--- src/inc/ahs_defines.svh ---
// Purpose: Offsets, field positions, reset values and timing counts for the async HDLC channel status block.
// Assumes: 8-bit register port, one 20 MHz clock.
// Notes:   Overview of operation follows.
//
// Overview of operation
// - Transmitter enable bit mirrors transmitter state
// - Flow-off bit meaningful only with in-band enable
// - Received Xoff stops data, sets flow-off bit
// - Flow-off clear lets waiting characters go
// - Frame bit set while frame is transmitting
// - Transmit idle bit follows output idle
// - Receive idle bit follows input idle
// - Transmit frame and idle never both set
// - Receive frame and idle never both set
// - Status register reads zero after reset; here it reads 11h (both idle bits) from the first sample after reset
`ifndef AHS_DEFINES_SVH
`define AHS_DEFINES_SVH

// Register offsets
`define AHS_OFS_CTRL          8'h00
`define AHS_OFS_OPT2          8'h01
`define AHS_OFS_STATUS        8'h02

// Control register fields
`define AHS_CTRL_TX_EN_BIT    0
`define AHS_CTRL_RX_EN_BIT    1
`define AHS_CTRL_RESET        8'h00

// Option register two fields
`define AHS_OPT2_INBAND_BIT   0
`define AHS_OPT2_RESET        8'h00

// Status register reset value
`define AHS_STATUS_RESET      8'h00

// Flow control and framing characters
`define AHS_CHAR_XOFF         8'h13
`define AHS_CHAR_XON          8'h11
`define AHS_CHAR_FLAG         8'h7e
`define AHS_CHAR_ESC          8'h7d
`define AHS_ESC_XOR           8'h20

// Bit timing: 8N1 character plus one extra mark slot
`define AHS_CLK_HZ            20000000
`define AHS_BAUD              115200
`define AHS_BAUD_DIV          (`AHS_CLK_HZ / `AHS_BAUD)
`define AHS_CHAR_SLOTS        4'd11

`endif

--- src/inc/ahs_pkg.sv ---
// Purpose: Types shared by the async HDLC channel status block.
// Assumes: Constants come from ahs_defines.svh.
// Notes:   Status struct layout is the status register layout, bit 7 first.
package ahs_pkg;

  typedef enum logic [2:0] {
    TX_IDLE,
    TX_DATA,
    TX_ESC,
    TX_CLOSE,
    TX_END
  } ahs_tx_state_e;

  typedef struct packed {
    logic rx_enabled_flag;
    logic rx_flow_stopped_flag;
    logic rx_frame_active_flag;
    logic rx_idle_flag;
    logic tx_enabled_flag;
    logic tx_flow_stopped_flag;
    logic tx_frame_active_flag;
    logic tx_idle_flag;
  } ahs_status_s;

  typedef struct packed {
    logic       last;
    logic [7:0] data;
  } ahs_txchar_s;

  function automatic logic ahs_char_is(input logic [7:0] c, input logic [7:0] ref_c);
    ahs_char_is = (c == ref_c);
  endfunction

endpackage

--- src/design/ahs_channel_status.sv ---
// Purpose: One async HDLC channel: control registers, in-band flow control, transmitter and status register.
// Assumes: Receive engine supplies decoded characters and line activity; inputs synchronous to REF_CLK.
// Notes:   Status is sampled every cycle; reading it changes nothing.
//
// Design decisions made here: the placing of the registers and the strobed register port.
`include "ahs_defines.svh"
module ahs_channel_status #(
  parameter int BAUD_DIV = `AHS_BAUD_DIV
) (
  // Clock and reset
  input  wire logic                 REF_CLK,
  input  wire logic                 ARST_N,
  // Register port
  input  wire logic [7:0]           REG_ADDR,
  input  wire logic [7:0]           REG_WDATA,
  input  wire logic                 REG_WR,
  input  wire logic                 REG_RD,
  output logic [7:0]                REG_RDATA,
  // Transmit character source
  input  wire logic                 TX_CHAR_VALID,
  input  wire ahs_pkg::ahs_txchar_s TX_CHAR,
  output logic                      TX_CHAR_READY,
  // Serial output
  output logic                      TXD,
  // Receive engine
  input  wire logic                 RX_CHAR_VALID,
  input  wire logic [7:0]           RX_CHAR,
  input  wire logic                 RX_LINE_BUSY,
  input  wire logic                 RX_FRAME_ACTIVE,
  // Status copy for the channel's own use
  output ahs_pkg::ahs_status_s      STATUS
);
  import ahs_pkg::*;

  localparam int DIV_W = $clog2(BAUD_DIV + 1);

  // Control state
  logic [7:0]       ctrl_reg, ctrl_next;
  logic [7:0]       opt2_reg, opt2_next;
  logic             floff_reg, floff_next;
  // Bus read data
  logic [7:0]       rdata_reg, rdata_next;
  // Status sampling
  ahs_status_s      status_reg, status_next;
  // Bit-rate divider
  logic [DIV_W-1:0] div_reg, div_next;
  logic             tick_reg, tick_next;
  // Engine outputs
  logic             eng_ready;
  logic             eng_txd;
  logic             eng_frame;
  logic             eng_busy;
  // Decoded events
  logic             tx_en;
  logic             rx_en;
  logic             inband_en;
  logic             wr_ctrl;
  logic             tx_en_toggle;
  logic             xoff_seen;
  logic             xon_seen;

  assign tx_en     = ctrl_reg[`AHS_CTRL_TX_EN_BIT];
  assign rx_en     = ctrl_reg[`AHS_CTRL_RX_EN_BIT];
  assign inband_en = opt2_reg[`AHS_OPT2_INBAND_BIT];
  assign wr_ctrl   = REG_WR && (REG_ADDR == `AHS_OFS_CTRL);

  // Enabling or disabling the transmitter drops a stale flow-off state
  assign tx_en_toggle = wr_ctrl && (REG_WDATA[`AHS_CTRL_TX_EN_BIT] != tx_en);

  // Flow characters only count while the receiver and the in-band option are on
  assign xoff_seen = RX_CHAR_VALID && rx_en && inband_en && ahs_char_is(RX_CHAR, `AHS_CHAR_XOFF);
  assign xon_seen  = RX_CHAR_VALID && rx_en && inband_en && ahs_char_is(RX_CHAR, `AHS_CHAR_XON);

  // Register writes
  always_comb begin
    ctrl_next = ctrl_reg;
    opt2_next = opt2_reg;
    if (REG_WR) begin
      case (REG_ADDR)
        `AHS_OFS_CTRL: ctrl_next = REG_WDATA;
        `AHS_OFS_OPT2: opt2_next = REG_WDATA;
        default: begin
          ctrl_next = ctrl_reg;
          opt2_next = opt2_reg;
        end
      endcase
    end
  end

  always_ff @(posedge REF_CLK or negedge ARST_N) begin
    if (!ARST_N) begin
      ctrl_reg <= `AHS_CTRL_RESET;
      opt2_reg <= `AHS_OPT2_RESET;
    end else begin
      ctrl_reg <= ctrl_next;
      opt2_reg <= opt2_next;
    end
  end

  // Flow-off flag: a received Xoff wins over any clear in the same cycle
  always_comb begin
    floff_next = floff_reg;
    if (xon_seen || tx_en_toggle) begin
      floff_next = 1'b0;
    end
    if (xoff_seen) begin
      floff_next = 1'b1;
    end
  end

  always_ff @(posedge REF_CLK or negedge ARST_N) begin
    if (!ARST_N) begin
      floff_reg <= 1'b0;
    end else begin
      floff_reg <= floff_next;
    end
  end

  // Bit-rate divider, one-cycle tick per bit time
  always_comb begin
    div_next  = div_reg;
    tick_next = 1'b0;
    if (div_reg == DIV_W'(BAUD_DIV - 1)) begin
      div_next  = '0;
      tick_next = 1'b1;
    end else begin
      div_next = div_reg + DIV_W'(1);
    end
  end

  always_ff @(posedge REF_CLK or negedge ARST_N) begin
    if (!ARST_N) begin
      div_reg  <= '0;
      tick_reg <= 1'b0;
    end else begin
      div_reg  <= div_next;
      tick_reg <= tick_next;
    end
  end

  // Transmitter; flow stop acts only when the in-band option is set
  ahs_tx_engine u_tx (
    .clk          (REF_CLK),
    .arst_n       (ARST_N),
    .tick         (tick_reg),
    .enable       (tx_en),
    .flow_stop    (floff_reg && inband_en),
    .char_valid   (TX_CHAR_VALID),
    .char_in      (TX_CHAR),
    .char_ready   (eng_ready),
    .txd          (eng_txd),
    .frame_active (eng_frame),
    .line_busy    (eng_busy)
  );

  // Status sampled from live state every cycle
  always_comb begin
    status_next                      = '0;
    status_next.rx_enabled_flag      = rx_en;
    // Receive flow-off belongs to the receive command path, not built here
    status_next.rx_flow_stopped_flag = 1'b0;
    status_next.rx_frame_active_flag = rx_en && RX_FRAME_ACTIVE;
    status_next.rx_idle_flag         = !RX_LINE_BUSY && !(rx_en && RX_FRAME_ACTIVE);
    status_next.tx_enabled_flag      = tx_en;
    // Reported as held; software ignores it while the in-band option is off
    status_next.tx_flow_stopped_flag = floff_reg;
    status_next.tx_frame_active_flag = eng_frame;
    status_next.tx_idle_flag         = !eng_frame && !eng_busy;
  end

  always_ff @(posedge REF_CLK or negedge ARST_N) begin
    if (!ARST_N) begin
      status_reg <= `AHS_STATUS_RESET;
    end else begin
      status_reg <= status_next;
    end
  end

  // Read data stands only in the cycle after the strobe
  always_comb begin
    rdata_next = 8'h00;
    if (REG_RD) begin
      case (REG_ADDR)
        `AHS_OFS_CTRL:   rdata_next = ctrl_reg;
        `AHS_OFS_OPT2:   rdata_next = opt2_reg;
        `AHS_OFS_STATUS: rdata_next = status_reg;
        default:         rdata_next = 8'h00;
      endcase
    end
  end

  always_ff @(posedge REF_CLK or negedge ARST_N) begin
    if (!ARST_N) begin
      rdata_reg <= 8'h00;
    end else begin
      rdata_reg <= rdata_next;
    end
  end

  assign REG_RDATA     = rdata_reg;
  assign TX_CHAR_READY = eng_ready;
  assign TXD           = eng_txd;
  assign STATUS        = status_reg;

endmodule

--- src/design/ahs_tx_engine.sv ---
// Purpose: Async HDLC transmitter: opening flag, escaped data, closing flag, 8N1 serial.
// Assumes: tick is a one-cycle pulse per bit time.
// Notes:   Flow stop holds off the next data character; a character on the line always completes.
`include "ahs_defines.svh"
module ahs_tx_engine (
  // Clock and reset
  input  wire logic               clk,
  input  wire logic               arst_n,
  // Control
  input  wire logic               tick,
  input  wire logic               enable,
  input  wire logic               flow_stop,
  // Character source
  input  wire logic               char_valid,
  input  wire ahs_pkg::ahs_txchar_s char_in,
  output logic                    char_ready,
  // Line and state
  output logic                    txd,
  output logic                    frame_active,
  output logic                    line_busy
);
  import ahs_pkg::*;

  ahs_tx_state_e state_reg, state_next;
  logic [10:0]   shift_reg, shift_next;
  logic [3:0]    cnt_reg, cnt_next;
  logic [7:0]    esc_reg, esc_next;
  logic          last_reg, last_next;
  logic          txd_reg, txd_next;
  logic          ready_reg, ready_next;
  logic          load;
  logic [7:0]    load_byte;
  logic          take;

  function automatic logic needs_escape(input logic [7:0] c);
    needs_escape = ahs_char_is(c, `AHS_CHAR_FLAG) || ahs_char_is(c, `AHS_CHAR_ESC);
  endfunction

  assign take = char_valid && ready_reg;

  always_comb begin
    state_next = state_reg;
    esc_next   = esc_reg;
    last_next  = last_reg;
    load       = 1'b0;
    load_byte  = `AHS_CHAR_FLAG;
    if (cnt_reg == 4'h0) begin
      case (state_reg)
        TX_IDLE: begin
          if (enable && char_valid && !flow_stop) begin
            load       = 1'b1;
            state_next = TX_DATA;
          end
        end
        TX_DATA: begin
          // An offer made before a disable still completes, so no accepted character is lost
          if (take) begin
            load      = 1'b1;
            last_next = char_in.last;
            if (needs_escape(char_in.data)) begin
              load_byte  = `AHS_CHAR_ESC;
              esc_next   = char_in.data ^ `AHS_ESC_XOR;
              state_next = TX_ESC;
            end else begin
              load_byte  = char_in.data;
              state_next = char_in.last ? TX_CLOSE : TX_DATA;
            end
          end else if (!enable) begin
            state_next = TX_CLOSE;
          end
        end
        TX_ESC: begin
          load       = 1'b1;
          load_byte  = esc_reg;
          state_next = last_reg ? TX_CLOSE : TX_DATA;
        end
        TX_CLOSE: begin
          load       = 1'b1;
          state_next = TX_END;
        end
        TX_END: state_next = TX_IDLE;
        default: state_next = TX_IDLE;
      endcase
    end
  end

  always_comb begin
    shift_next = shift_reg;
    cnt_next   = cnt_reg;
    txd_next   = txd_reg;
    if (load) begin
      shift_next = {2'b11, load_byte, 1'b0};
      cnt_next   = `AHS_CHAR_SLOTS;
    end else if (tick && cnt_reg != 4'h0) begin
      txd_next   = shift_reg[0];
      shift_next = {1'b1, shift_reg[10:1]};
      cnt_next   = cnt_reg - 4'h1;
    end
    // Ready is offered only while a data character could be loaded next cycle
    ready_next = (state_next == TX_DATA) && (cnt_next == 4'h0) && enable && !flow_stop && !take;
  end

  always_ff @(posedge clk or negedge arst_n) begin
    if (!arst_n) begin
      state_reg <= TX_IDLE;
      shift_reg <= 11'h7ff;
      cnt_reg   <= 4'h0;
      esc_reg   <= 8'h00;
      last_reg  <= 1'b0;
      txd_reg   <= 1'b1;
      ready_reg <= 1'b0;
    end else begin
      state_reg <= state_next;
      shift_reg <= shift_next;
      cnt_reg   <= cnt_next;
      esc_reg   <= esc_next;
      last_reg  <= last_next;
      txd_reg   <= txd_next;
      ready_reg <= ready_next;
    end
  end

  assign char_ready   = ready_reg;
  assign txd          = txd_reg;
  assign frame_active = (state_reg != TX_IDLE);
  assign line_busy    = (cnt_reg != 4'h0);

endmodule

--- config.mk ---
export PLATFORM = sky130hd
export DESIGN_NAME = ahs_channel_status
export DESIGN_NICKNAME = d
export VERILOG_FILES = /design/src/inc/ahs_pkg.sv /design/src/design/ahs_channel_status.sv /design/src/design/ahs_tx_engine.sv
export VERILOG_INCLUDE_DIRS = /design/src /design/src/inc
export SDC_FILE = /design/constraint.sdc
export NUM_CORES = 1
export LEC_CHECK = 0
export ABC_AREA = 1
export BUFFER_PORTS_ARGS = -buffer_cell sky130_fd_sc_hd__buf_2
export CAP_MARGIN = 30
export CORE_MARGIN = 2
export CORE_UTILIZATION = 55
export CTS_CLUSTER_SIZE = 30
export DETAILED_ROUTE_END_ITERATION = 10
export PLACE_DENSITY = 0.79
export SYNTH_ARGS = -nofsm -noshare
export SYNTH_HDL_FRONTEND = slang
export SYNTH_SLANG_ARGS = --single-unit
--- constraint.sdc ---
create_clock -name REF_CLK -period 2.3 [get_ports REF_CLK]
set_clock_uncertainty 0.2 [all_clocks]
set_input_delay 0.23 -clock REF_CLK [delete_from_list [all_inputs] [get_ports REF_CLK]]
set_output_delay 0.23 -clock REF_CLK [all_outputs]
set_load 0.01 [all_outputs]
==> run summary, run 1 <==
Worst VDD drop: 0.0004915 V
dpl ws: 0.3103 ns
drt first-iter violations: 303
Worst EP required: 2.33 ns
die area: 6381 µm²
Pleak: 2.204 nW
Final Hold Fails: 0
leading area contributor after synthesis: dfrtp_1
ys async rst share: 1.000
Worst slew margin: 0.6562
Synth area leaders: dfrtp_1 46%, nand2_1 14%, dfstp_2 8.3%, inv_1 6.4%, o21ai_0 4.3%
Num CTS Buffers: 9
die width: 79.88 µm
Worst setup EP type: flop
DR vias/cell: 5.111
Final Net Count: 515
clk sinks: 68
RSZ-0062 raised after global routing: no
Starting Density: 0.5716
Distinct cells, synth: 34
Main synth FF type: dfrtp_1
slowest CP cell: dlygate4sd3_1
Worst-path clk slew: 0.08 ns
setup violators final: 0
Largest register FFs: 9
syn avg cell area: 8.290 µm²
post-synth top area share: 0.4583
syn nets: 426
CTS max path bufs: 2
minimum clock period: 2.075 ns
Port Buf Inserts: 57
DR WL/cell: 13.25 µm
fmax: 482.0 MHz
critical-path cell list: buf_2 > nor2_1 > nand2_1 > inv_1 > nand3_1 > nor2_1 > inv_1 > o211ai_1 > o21ai_0 > dlygate4sd3_1
Cells after Synth: 382
post-synthesis sequential area ratio: 0.5413
Layout fillers: 445
row count: 27
commonest cells in the netlist: 115 x nand2_1, 58 x dfrtp_1, 54 x inv_1
element type at the critical path start: primary input
Post-Route Utilization: 0.7283
crit-path max FO: 15
largest net degree at the start of global routing: 51
total gr overflow: 0
layout cell share with drive strength beyond 1: 0.2311
global-route wire length before repair: 12,630 µm
GRT Util Overall: 0.2582
Max Cap Violations: 0
detailed-route via count: 2,801
Post-synth EDFFs: 0
worst hold slack: 0.02789 ns
worst-skew pair later-pin latency: 0.35 ns
Ports: 59
slowest stage delay, CP: 0.56 ns
drt total wl: 7262 µm
die height: 79.88 µm
vias in the first global route: 2,827
fin crit share: 0.9021
CP arrival: 2.11 ns
DRC Markers: 0
routability cong.: 0.9506
count leader, synth: nand2_1
HP Class: in -> reg
Core Box Area: 5540 µm²
Mapped Area: 3167 µm²
drt pass-1 iters: 5
Area Overhead vs Synth: 27.42%
Max Transition Viols Final: 0
Synth Warn #: 0
CTS H-tree depth: 3
Worst-Margin Slew: 0.5128 ns
clock root buffer master: clkbuf_8
final worst setup slack: 0.2251 ns
total power: 2.679 mW
Antenna Violating Nets Remaining: 0
Yosys reg bits: 68
initial antenna violation count: 0
PD cells: 663.8 nW/µm²
status: completed
CTS tree: yes
n_diodes: 0
HPWL after DPL: 5178 µm
Crit Path Class: in -> reg
setup_tns: 0 ns
placed cells by master (no fill, tap or decap), types with 4 or more instances in the layout:
master / n
a21oi_1: 7
dfstp_2: 10
inv_2: 6
bufinv_16: 4
clkbuf_8: 9
o21ai_1: 8
nand4_1: 6
nor2_1: 28
nand2_1: 115
o21ai_0: 27
dfrtp_1: 58
dlygate4sd3_1: 19
buf_4: 5
nand3_1: 19
buf_2: 57
inv_1: 54
or2_2: 4
repair_timing:
| item | in CTS | in global routing |
|---|---|---|
| hold endpoints to repair | 47 | 0 |
| setup buffers | 0 | 0 |
| resized for setup | 0 | 0 |
| hold buffers | 19 | 0 |
layer usage:
layer / GRT usage / routed length, µm
met5: 0 / 0
met4: 0.1169 / 113
met1: 0.3476 / 3279
met3: 0.04525 / 324
met2: 0.4092 / 3545
report_power, final:
part,total [mW],switching (mW),internal (mW)
clock network,1.31,0.478,0.837
registers,1.23,0.0138,1.21
logic,0.136,0.0710,0.0648
total,2.68,0.563,2.12
critical path, delay by kind of cell:
kind            cells  cell delay [ns]
buf+inv             4             0.98
compound gates      2             0.34
simple gates        4             0.55
path summary, 6_finish.rpt:
path	from	end	slack [ns]	cells after the start
max	REG_ADDR[3]	floff_reg	0.23	10
min	REG_WR	opt2_reg[0]	0.03	3
max reg2reg	u_tx.cnt_reg[0]	u_tx.char_ready	0.27	10
min reg2reg	floff_reg	STATUS[2]	0.23	0
max in group asynchronous	ARST_N	u_tx.shift_reg[3]	1.07	3
min in group asynchronous	ARST_N	STATUS[4]	0.16	2
per-stage QoR:
step,instance area [µm²],std cells
after floorplan,3167,382
after global placement,3575,513
after detailed placement,3575,513
after CTS,4035,548
after global routing,4035,548
final,4035,548
area by class of cell:
class	instances	area [µm²]	share of cell area
Clock buffer	9	123.9	0.03070
Clock inverter	7	146.4	0.03628
Inverter	60	225.2	0.05581
Multi-Input combinational cell	250	1202	0.2980
Sequential cell	68	1714	0.4248
Tap cell	72	90.09	0.02233
Timing Repair Buffer	82	533.0	0.1321
logic make-up after synthesis:
group,after synthesis,share of synthesized area
and+or+nand+nor,190,0.2651
DFF,68,0.5413
buffers and inverters,64,0.07902
AOI/OAI and AO/OA,50,0.08416
xor gates and xnor gates,5,0.01383
adders and majority gates,3,0.01185
other,1,0.001184
muxes,1,0.003556
(Power assumes the default switching activity.)
==> run 2, diff against run 1 <==
Settings changed: CORE_MARGIN 2 to 1, REMOVE_ABC_BUFFERS from default to 1, TNS_END_PERCENT from default to 10.
==> run 2 against run 1 <==
- combinational power barely moved
- die area fell by 4.9%
- sequential cell count did not move
- worst hold slack improved by 0.012 ns
- power fell by 18%
- fmax rose by 6.0%
- sequential power barely moved
- count of clock-buffer cells in the layout rose by 2
- largest cell class unchanged
- highest routed layer unchanged
- first-iteration DRC count fell by 60%
- critical path depth did not move
==> run summary, run 2 (synthesized netlist as in run 1, its figures left out) <==
commonest cells after routing, fill and taps aside: 115 x nand2_1, 58 x dfrtp_1, 57 x buf_2
slowest stage delay, CP: 0.38 ns (-0.18 ns)
Internal: 1.691 mW (-20%)
PD cells: 563.3 nW/µm² (-15%)
Max Cap Violations: 0 (unchanged)
DR vias/cell: 5.029 (-1.6%)
global-route wire length before repair: 11,520 µm (-8.8%)
drt total wl: 6857 µm (-5.6%)
Psw: 0.5118 mW (-9.0%)
Switching Fraction: 0.2323 (+0.02223)
Area Overhead vs Synth: 23.51%
n_diodes: 0 (unchanged)
sequential share of power: 0.557 (+0.099)
HP Class: in -> reg
clock root buffer master: clkbuf_8
slowest CP cell: dfrtp_1
Final Hold Fails: 0 (unchanged)
drt first-iter violations: 122 (-60%)
CTS tree: yes
Max Transition Viols Final: 0 (unchanged)
crit-path max FO: 10 (-5)
layout cell share with drive strength beyond 1: 0.2295 (-0.001619)
CTS H-tree depth: 3 (unchanged)
CP arrival: 2.04 ns (-0.07 ns)
clock power share: 0.382 (-0.109)
detailed-route via count: 2,751 (-1.8%)
drt pass-1 iters: 4 (-1)
Worst setup EP type: flop
minimum clock period: 1.957 ns (-0.1179 ns)
Layout fillers: 442 (-0.67%)
clk sinks: 68 (unchanged)
commonest non-fill, non-tap cell in the layout: nand2_1
Final Net Count: 514 (-0.19%)
Worst VDD drop: 0.0003842 V (-22%)
Largest register FFs: 9 (unchanged)
largest net degree at the start of global routing: 40 (-22%)
die area: 6065 µm² (-4.9%)
combinational power share: 0.061 (+0.010)
fin crit share: 0.8509 (-0.05128)
Ports: 59 (unchanged)
routability cong.: 0.8431 (-11%)
status: completed
setup_tns: 0 ns (unchanged)
critical-path cell list: inv_1 > ha_1 > nand3_4 > nand2_4 > inv_2 > o21ai_0 > nand2_1 > nor2_1 > nand3_1 > nor2_1
worst hold slack: 0.04010 ns (+0.01221 ns)
CTS max path bufs: 2 (unchanged)
worst-skew pair later-pin latency: 0.34 ns (about the same)
Antenna Violating Nets Remaining: 0 (unchanged)
total gr overflow: 0 (unchanged)
GRT Util Overall: 0.2501 (-0.008078)
most used cell, CP: nor2_1
vias in the first global route: 2,595 (-8.2%)
die width: 77.88 µm (-2.5%)
Worst-path clk slew: 0.07 ns (about the same)
RSZ-0062 raised after global routing: no
Pleak: 2.148 nW (-2.5%)
Num CTS Buffers: 9 (unchanged)
element type at the critical path start: flop
setup violators final: 0 (unchanged)
Crit Path Class: reg -> reg
Starting Density: 0.5716 (unchanged)
Worst-Margin Slew: 0.5268 ns (+0.01395 ns)
postcts setup bufs: 0 (unchanged)
DRC Markers: 0 (unchanged)
Worst slew margin: 0.6469 (-0.009353)
Core Box Area: 5540 µm² (unchanged)
fmax: 511.0 MHz (+6.0%)
DR WL/cell: 12.54 µm (-5.4%)
Worst EP required: 2.38 ns (+0.05 ns)
row count: 27 (unchanged)
die height: 77.88 µm (-2.5%)
HPWL after DPL: 4936 µm (-4.7%)
Port Buf Inserts: 57 (unchanged)
initial antenna violation count: 0 (unchanged)
run 2: cell count changes in the layout (fill, tap and decap cells not counted), sizes merged:
cell         before  now
bufinv            4    0
clkbuf            9   11
clkinv            2    4
clkinvlp          0    1
dlygate4sd3      19   18
inv              61   60
run 2: final timing paths:
| path | from | to | slack, ns | cells after the start |
|---|---|---|---|---|
| hold reg to reg | floff_reg | STATUS[2] | 0.21 | 0 |
| max in group asynchronous | ARST_N | u_tx.shift_reg[5] | 1.26 | 3 |
| min in group asynchronous | ARST_N | div_reg[6] | 0.25 | 3 |
| setup / recovery | u_tx.cnt_reg[0] | u_tx.char_ready | 0.34 | 10 |
| setup reg to reg | u_tx.cnt_reg[0] | u_tx.char_ready | 0.34 | 10 |
| hold / removal | RX_CHAR[5] | floff_reg | 0.04 | 4 |
run 2: timing repair:
item	4_1_cts	5_1_grt
gates resized for setup	0	0
hold buffers	18	0
endpoints found under the hold margin	86	0
run 2: through the flow:
step	area (µm²)	util	worst slack [ns]	std cells	power, mW
5_1_grt	3911	0.7060	0.1067	547	2.294
3_5_place_dp	3562	0.6430	0.3518	513	1.360
6_report	3911	0.7060	0.3430	547	2.203
4_1_cts	3911	0.7060	0.3409	547	2.217
2_1_floorplan	3142	-	0.3783	378	1.281
3_3_place_gp	3562	0.6430	0.3980	513	1.356
run 2: area by class of cell:
cell class / instances / area, µm² / area share
Sequential cell: 68 / 1714 / 0.4383
Tap cell: 72 / 90.09 / 0.02303
Clock buffer: 11 / 141.4 / 0.03615
Inverter: 60 / 225.2 / 0.05758
Multi-Input combinational cell: 250 / 1202 / 0.3074
Timing Repair Buffer: 81 / 510.5 / 0.1305
Clock inverter: 5 / 27.53 / 0.007038
run 2: routing by layer:
metal  wire (µm)  global-route usage
met3         383             0.07294
met5           0                   0
met4         162              0.1132
met2        3108              0.3805
met1        3202              0.3307
run 2: critical path: cells and delay by family (launching register included):
| family | cells | cell delay [ns] |
|---|---|---|
| AND/OR/NAND/NOR | 6 | 0.67 |
| AO/OA/AOI/OAI | 1 | 0.21 |
| buffers and inverters | 2 | 0.18 |
| flip-flops | 1 | 0.38 |
| adder cells (fa/ha/maj) | 1 | 0.27 |
run 2: power by group through the flow:
stage          logic [mW]  clock network [mW]  registers, mW
4_1_cts             0.134               0.856           1.23
5_1_grt             0.151               0.914           1.23
2_1_floorplan      0.0325                   0           1.25
3_3_place_gp        0.107                   0           1.25
6_report            0.134               0.841           1.23
3_5_place_dp        0.110                   0           1.25
==> run 3, diff against run 2 <==
Settings changed: SETUP_SLACK_MARGIN from default to 0.4.
==> run 3 against run 2 <==
- sequential power barely moved
- routed wire length increased by 1.3%
- worst setup slack better by 0.078 ns
- design area grew 0.38%
- fmax is 4.2% higher
- critical path depth stayed put
- worst hold slack better by 0.0039 ns
- register-to-register slack improved by 0.08 ns
- critical endpoint unchanged
- largest power group unchanged
==> run summary, run 3 (synthesized netlist as in run 1, its figures left out) <==
worst hold slack: 0.04400 ns (+0.003902 ns)
setup violators final: 0 (unchanged)
die width: 77.88 µm (unchanged)
postcts setup bufs: 0 (unchanged)
routability cong.: 0.8431 (unchanged)
CTS H-tree depth: 3 (unchanged)
CTS max path bufs: 2 (unchanged)
Ports: 59 (unchanged)
detailed-route via count: 2,747 (-0.15%)
crit-path leading delay family: simple AND/OR/NAND/NOR gates
fmax: 532.2 MHz (+4.2%)
Area Overhead vs Synth: 23.98%
global-route wire length before repair: 11,550 µm (+0.23%)
Worst-path clk slew: 0.07 ns (about the same)
Layout fillers: 442 (unchanged)
DR WL/cell: 12.70 µm (+1.3%)
GRT Util Overall: 0.2506 (+0.0005126)
HP Class: in -> reg
n_diodes: 0 (unchanged)
drt pass-1 iters: 4 (unchanged)
worst-skew pair later-pin latency: 0.34 ns (about the same)
HPWL after DPL: 4936 µm (unchanged)
Final Hold Fails: 0 (unchanged)
die area: 6065 µm² (unchanged)
Design Area, Final: 3926 µm² (+0.38%)
slowest stage delay, CP: 0.38 ns (about the same)
RSZ-0062 raised after global routing: yes
fin crit share: 0.8169 (-0.03397)
crit-path max FO: 10 (unchanged)
FF/Latch Area: 1714 µm² (unchanged)
PD cells: 560.5 nW/µm² (-0.49%)
critical-path cell list: inv_1 > ha_2 > nand3_4 > nand2_4 > inv_2 > o21ai_1 > nand2_1 > nor2_1 > nand3_1 > nor2_1
Pleak: 2.161 nW (+0.64%)
Max Transition Viols Final: 0 (unchanged)
DRC Markers: 0 (unchanged)
clk sinks: 68 (unchanged)
status: completed
Worst EP required: 2.37 ns (about the same)
drt total wl: 6949 µm (+1.3%)
Starting Density: 0.5716 (unchanged)
slowest CP cell: dfrtp_1
CP arrival: 1.95 ns (-0.09 ns)
total gr overflow: 0 (unchanged)
Worst setup EP type: flop
Antenna Violating Nets Remaining: 0 (unchanged)
Port Buf Inserts: 57 (unchanged)
drt first-iter violations: 139 (+14%)
row count: 27 (unchanged)
Worst VDD drop: 0.0003846 V (about the same)
placed inst area: 3562 µm² (unchanged)
initial antenna violation count: 0 (unchanged)
Core Box Area: 5540 µm² (unchanged)
area of the multi-input gates: 1217 µm² (+1.2%)
vias in the first global route: 2,604 (+0.35%)
Final Net Count: 514 (unchanged)
layout cell share with drive strength beyond 1: 0.2358 (+0.006316)
Max Cap Violations: 0 (unchanged)
die height: 77.88 µm (unchanged)
CTS tree: yes
clock root buffer master: clkbuf_8
Largest register FFs: 9 (unchanged)
minimum clock period: 1.879 ns (-0.07814 ns)
largest net degree at the start of global routing: 40 (unchanged)
crit path buf inv count: 2 (unchanged)
commonest cells after routing, fill and taps aside: 115 x nand2_1, 58 x dfrtp_1, 57 x buf_2
element type at the critical path start: flop
DR vias/cell: 5.022 (-0.15%)
commonest non-fill, non-tap cell in the layout: nand2_1
Crit Path Class: reg -> reg
Num CTS Buffers: 9 (unchanged)
most used cell, CP: nor2_1
setup_tns: 0 ns (unchanged)
-- run 3: cell counts in the layout (fill, tap and decap cells not counted) --
Identical to the previous run, type by type.
-- run 3: worst min-delay path: cells and delay by family --
family / cells / cell delay [ns]
AO/OA/AOI/OAI: 1 / 0.08
buffers and inverters: 1 / 0.07
AND/OR/NAND/NOR: 2 / 0.15
-- run 3: per-layer routing --
metal  global-route usage  up-vias  routed length [µm]
met5                    0        -                   0
met2               0.3823       99                3187
met3              0.07294       17                 403
li1                     -     1377                   -
met4               0.1132        0                 153
met1               0.3307     1254                3205
-- run 3: final cells by class --
| class | count | area share |
|---|---|---|
| Clock buffer | 11 | 0.03601 |
| Clock inverter | 5 | 0.007011 |
| Inverter | 60 | 0.05736 |
| Multi-Input combinational cell | 250 | 0.3101 |
| Sequential cell | 68 | 0.4366 |
| Tap cell | 72 | 0.02294 |
| Timing Repair Buffer | 81 | 0.1300 |
-- run 3: worst paths after layout --
check                      slack, ns                end       startpoint  cells past startpoint
min in group asynchronous       0.25         div_reg[6]           ARST_N                      3
max in group asynchronous       1.26  u_tx.shift_reg[5]           ARST_N                      3
min reg2reg                     0.21          STATUS[2]        floff_reg                      0
max reg2reg                     0.42    u_tx.char_ready  u_tx.cnt_reg[0]                     10
max                             0.42    u_tx.char_ready  u_tx.cnt_reg[0]                     10
min                             0.04          floff_reg       RX_CHAR[5]                      4
-- run 3: metrics by stage --
| step | total power [mW] | util | setup WS (ns) | std cells |
|---|---|---|---|---|
| after floorplan | 1.281 | - | 0.3783 | 378 |
| after global placement | 1.356 | 0.6430 | 0.3980 | 513 |
| after detailed placement | 1.360 | 0.6430 | 0.3518 | 513 |
| after CTS | 2.217 | 0.7064 | 0.3853 | 547 |
| after global routing | 2.294 | 0.7087 | 0.2298 | 547 |
| final | 2.201 | 0.7087 | 0.4212 | 547 |
-- run 3: repair_timing --
action | 4_1_cts | 5_1_grt
setup endpoints to repair | 8 | 19
endpoints found under the hold margin | 86 | 0
resized for setup | 2 | 3
hold buffers | 18 | 0
-- run 3: power by group --
part / internal [mW] / switching (mW) / total [mW]
clock: 0.413 / 0.426 / 0.838
sequential: 1.22 / 0.0129 / 1.23
combinational: 0.0635 / 0.0708 / 0.134
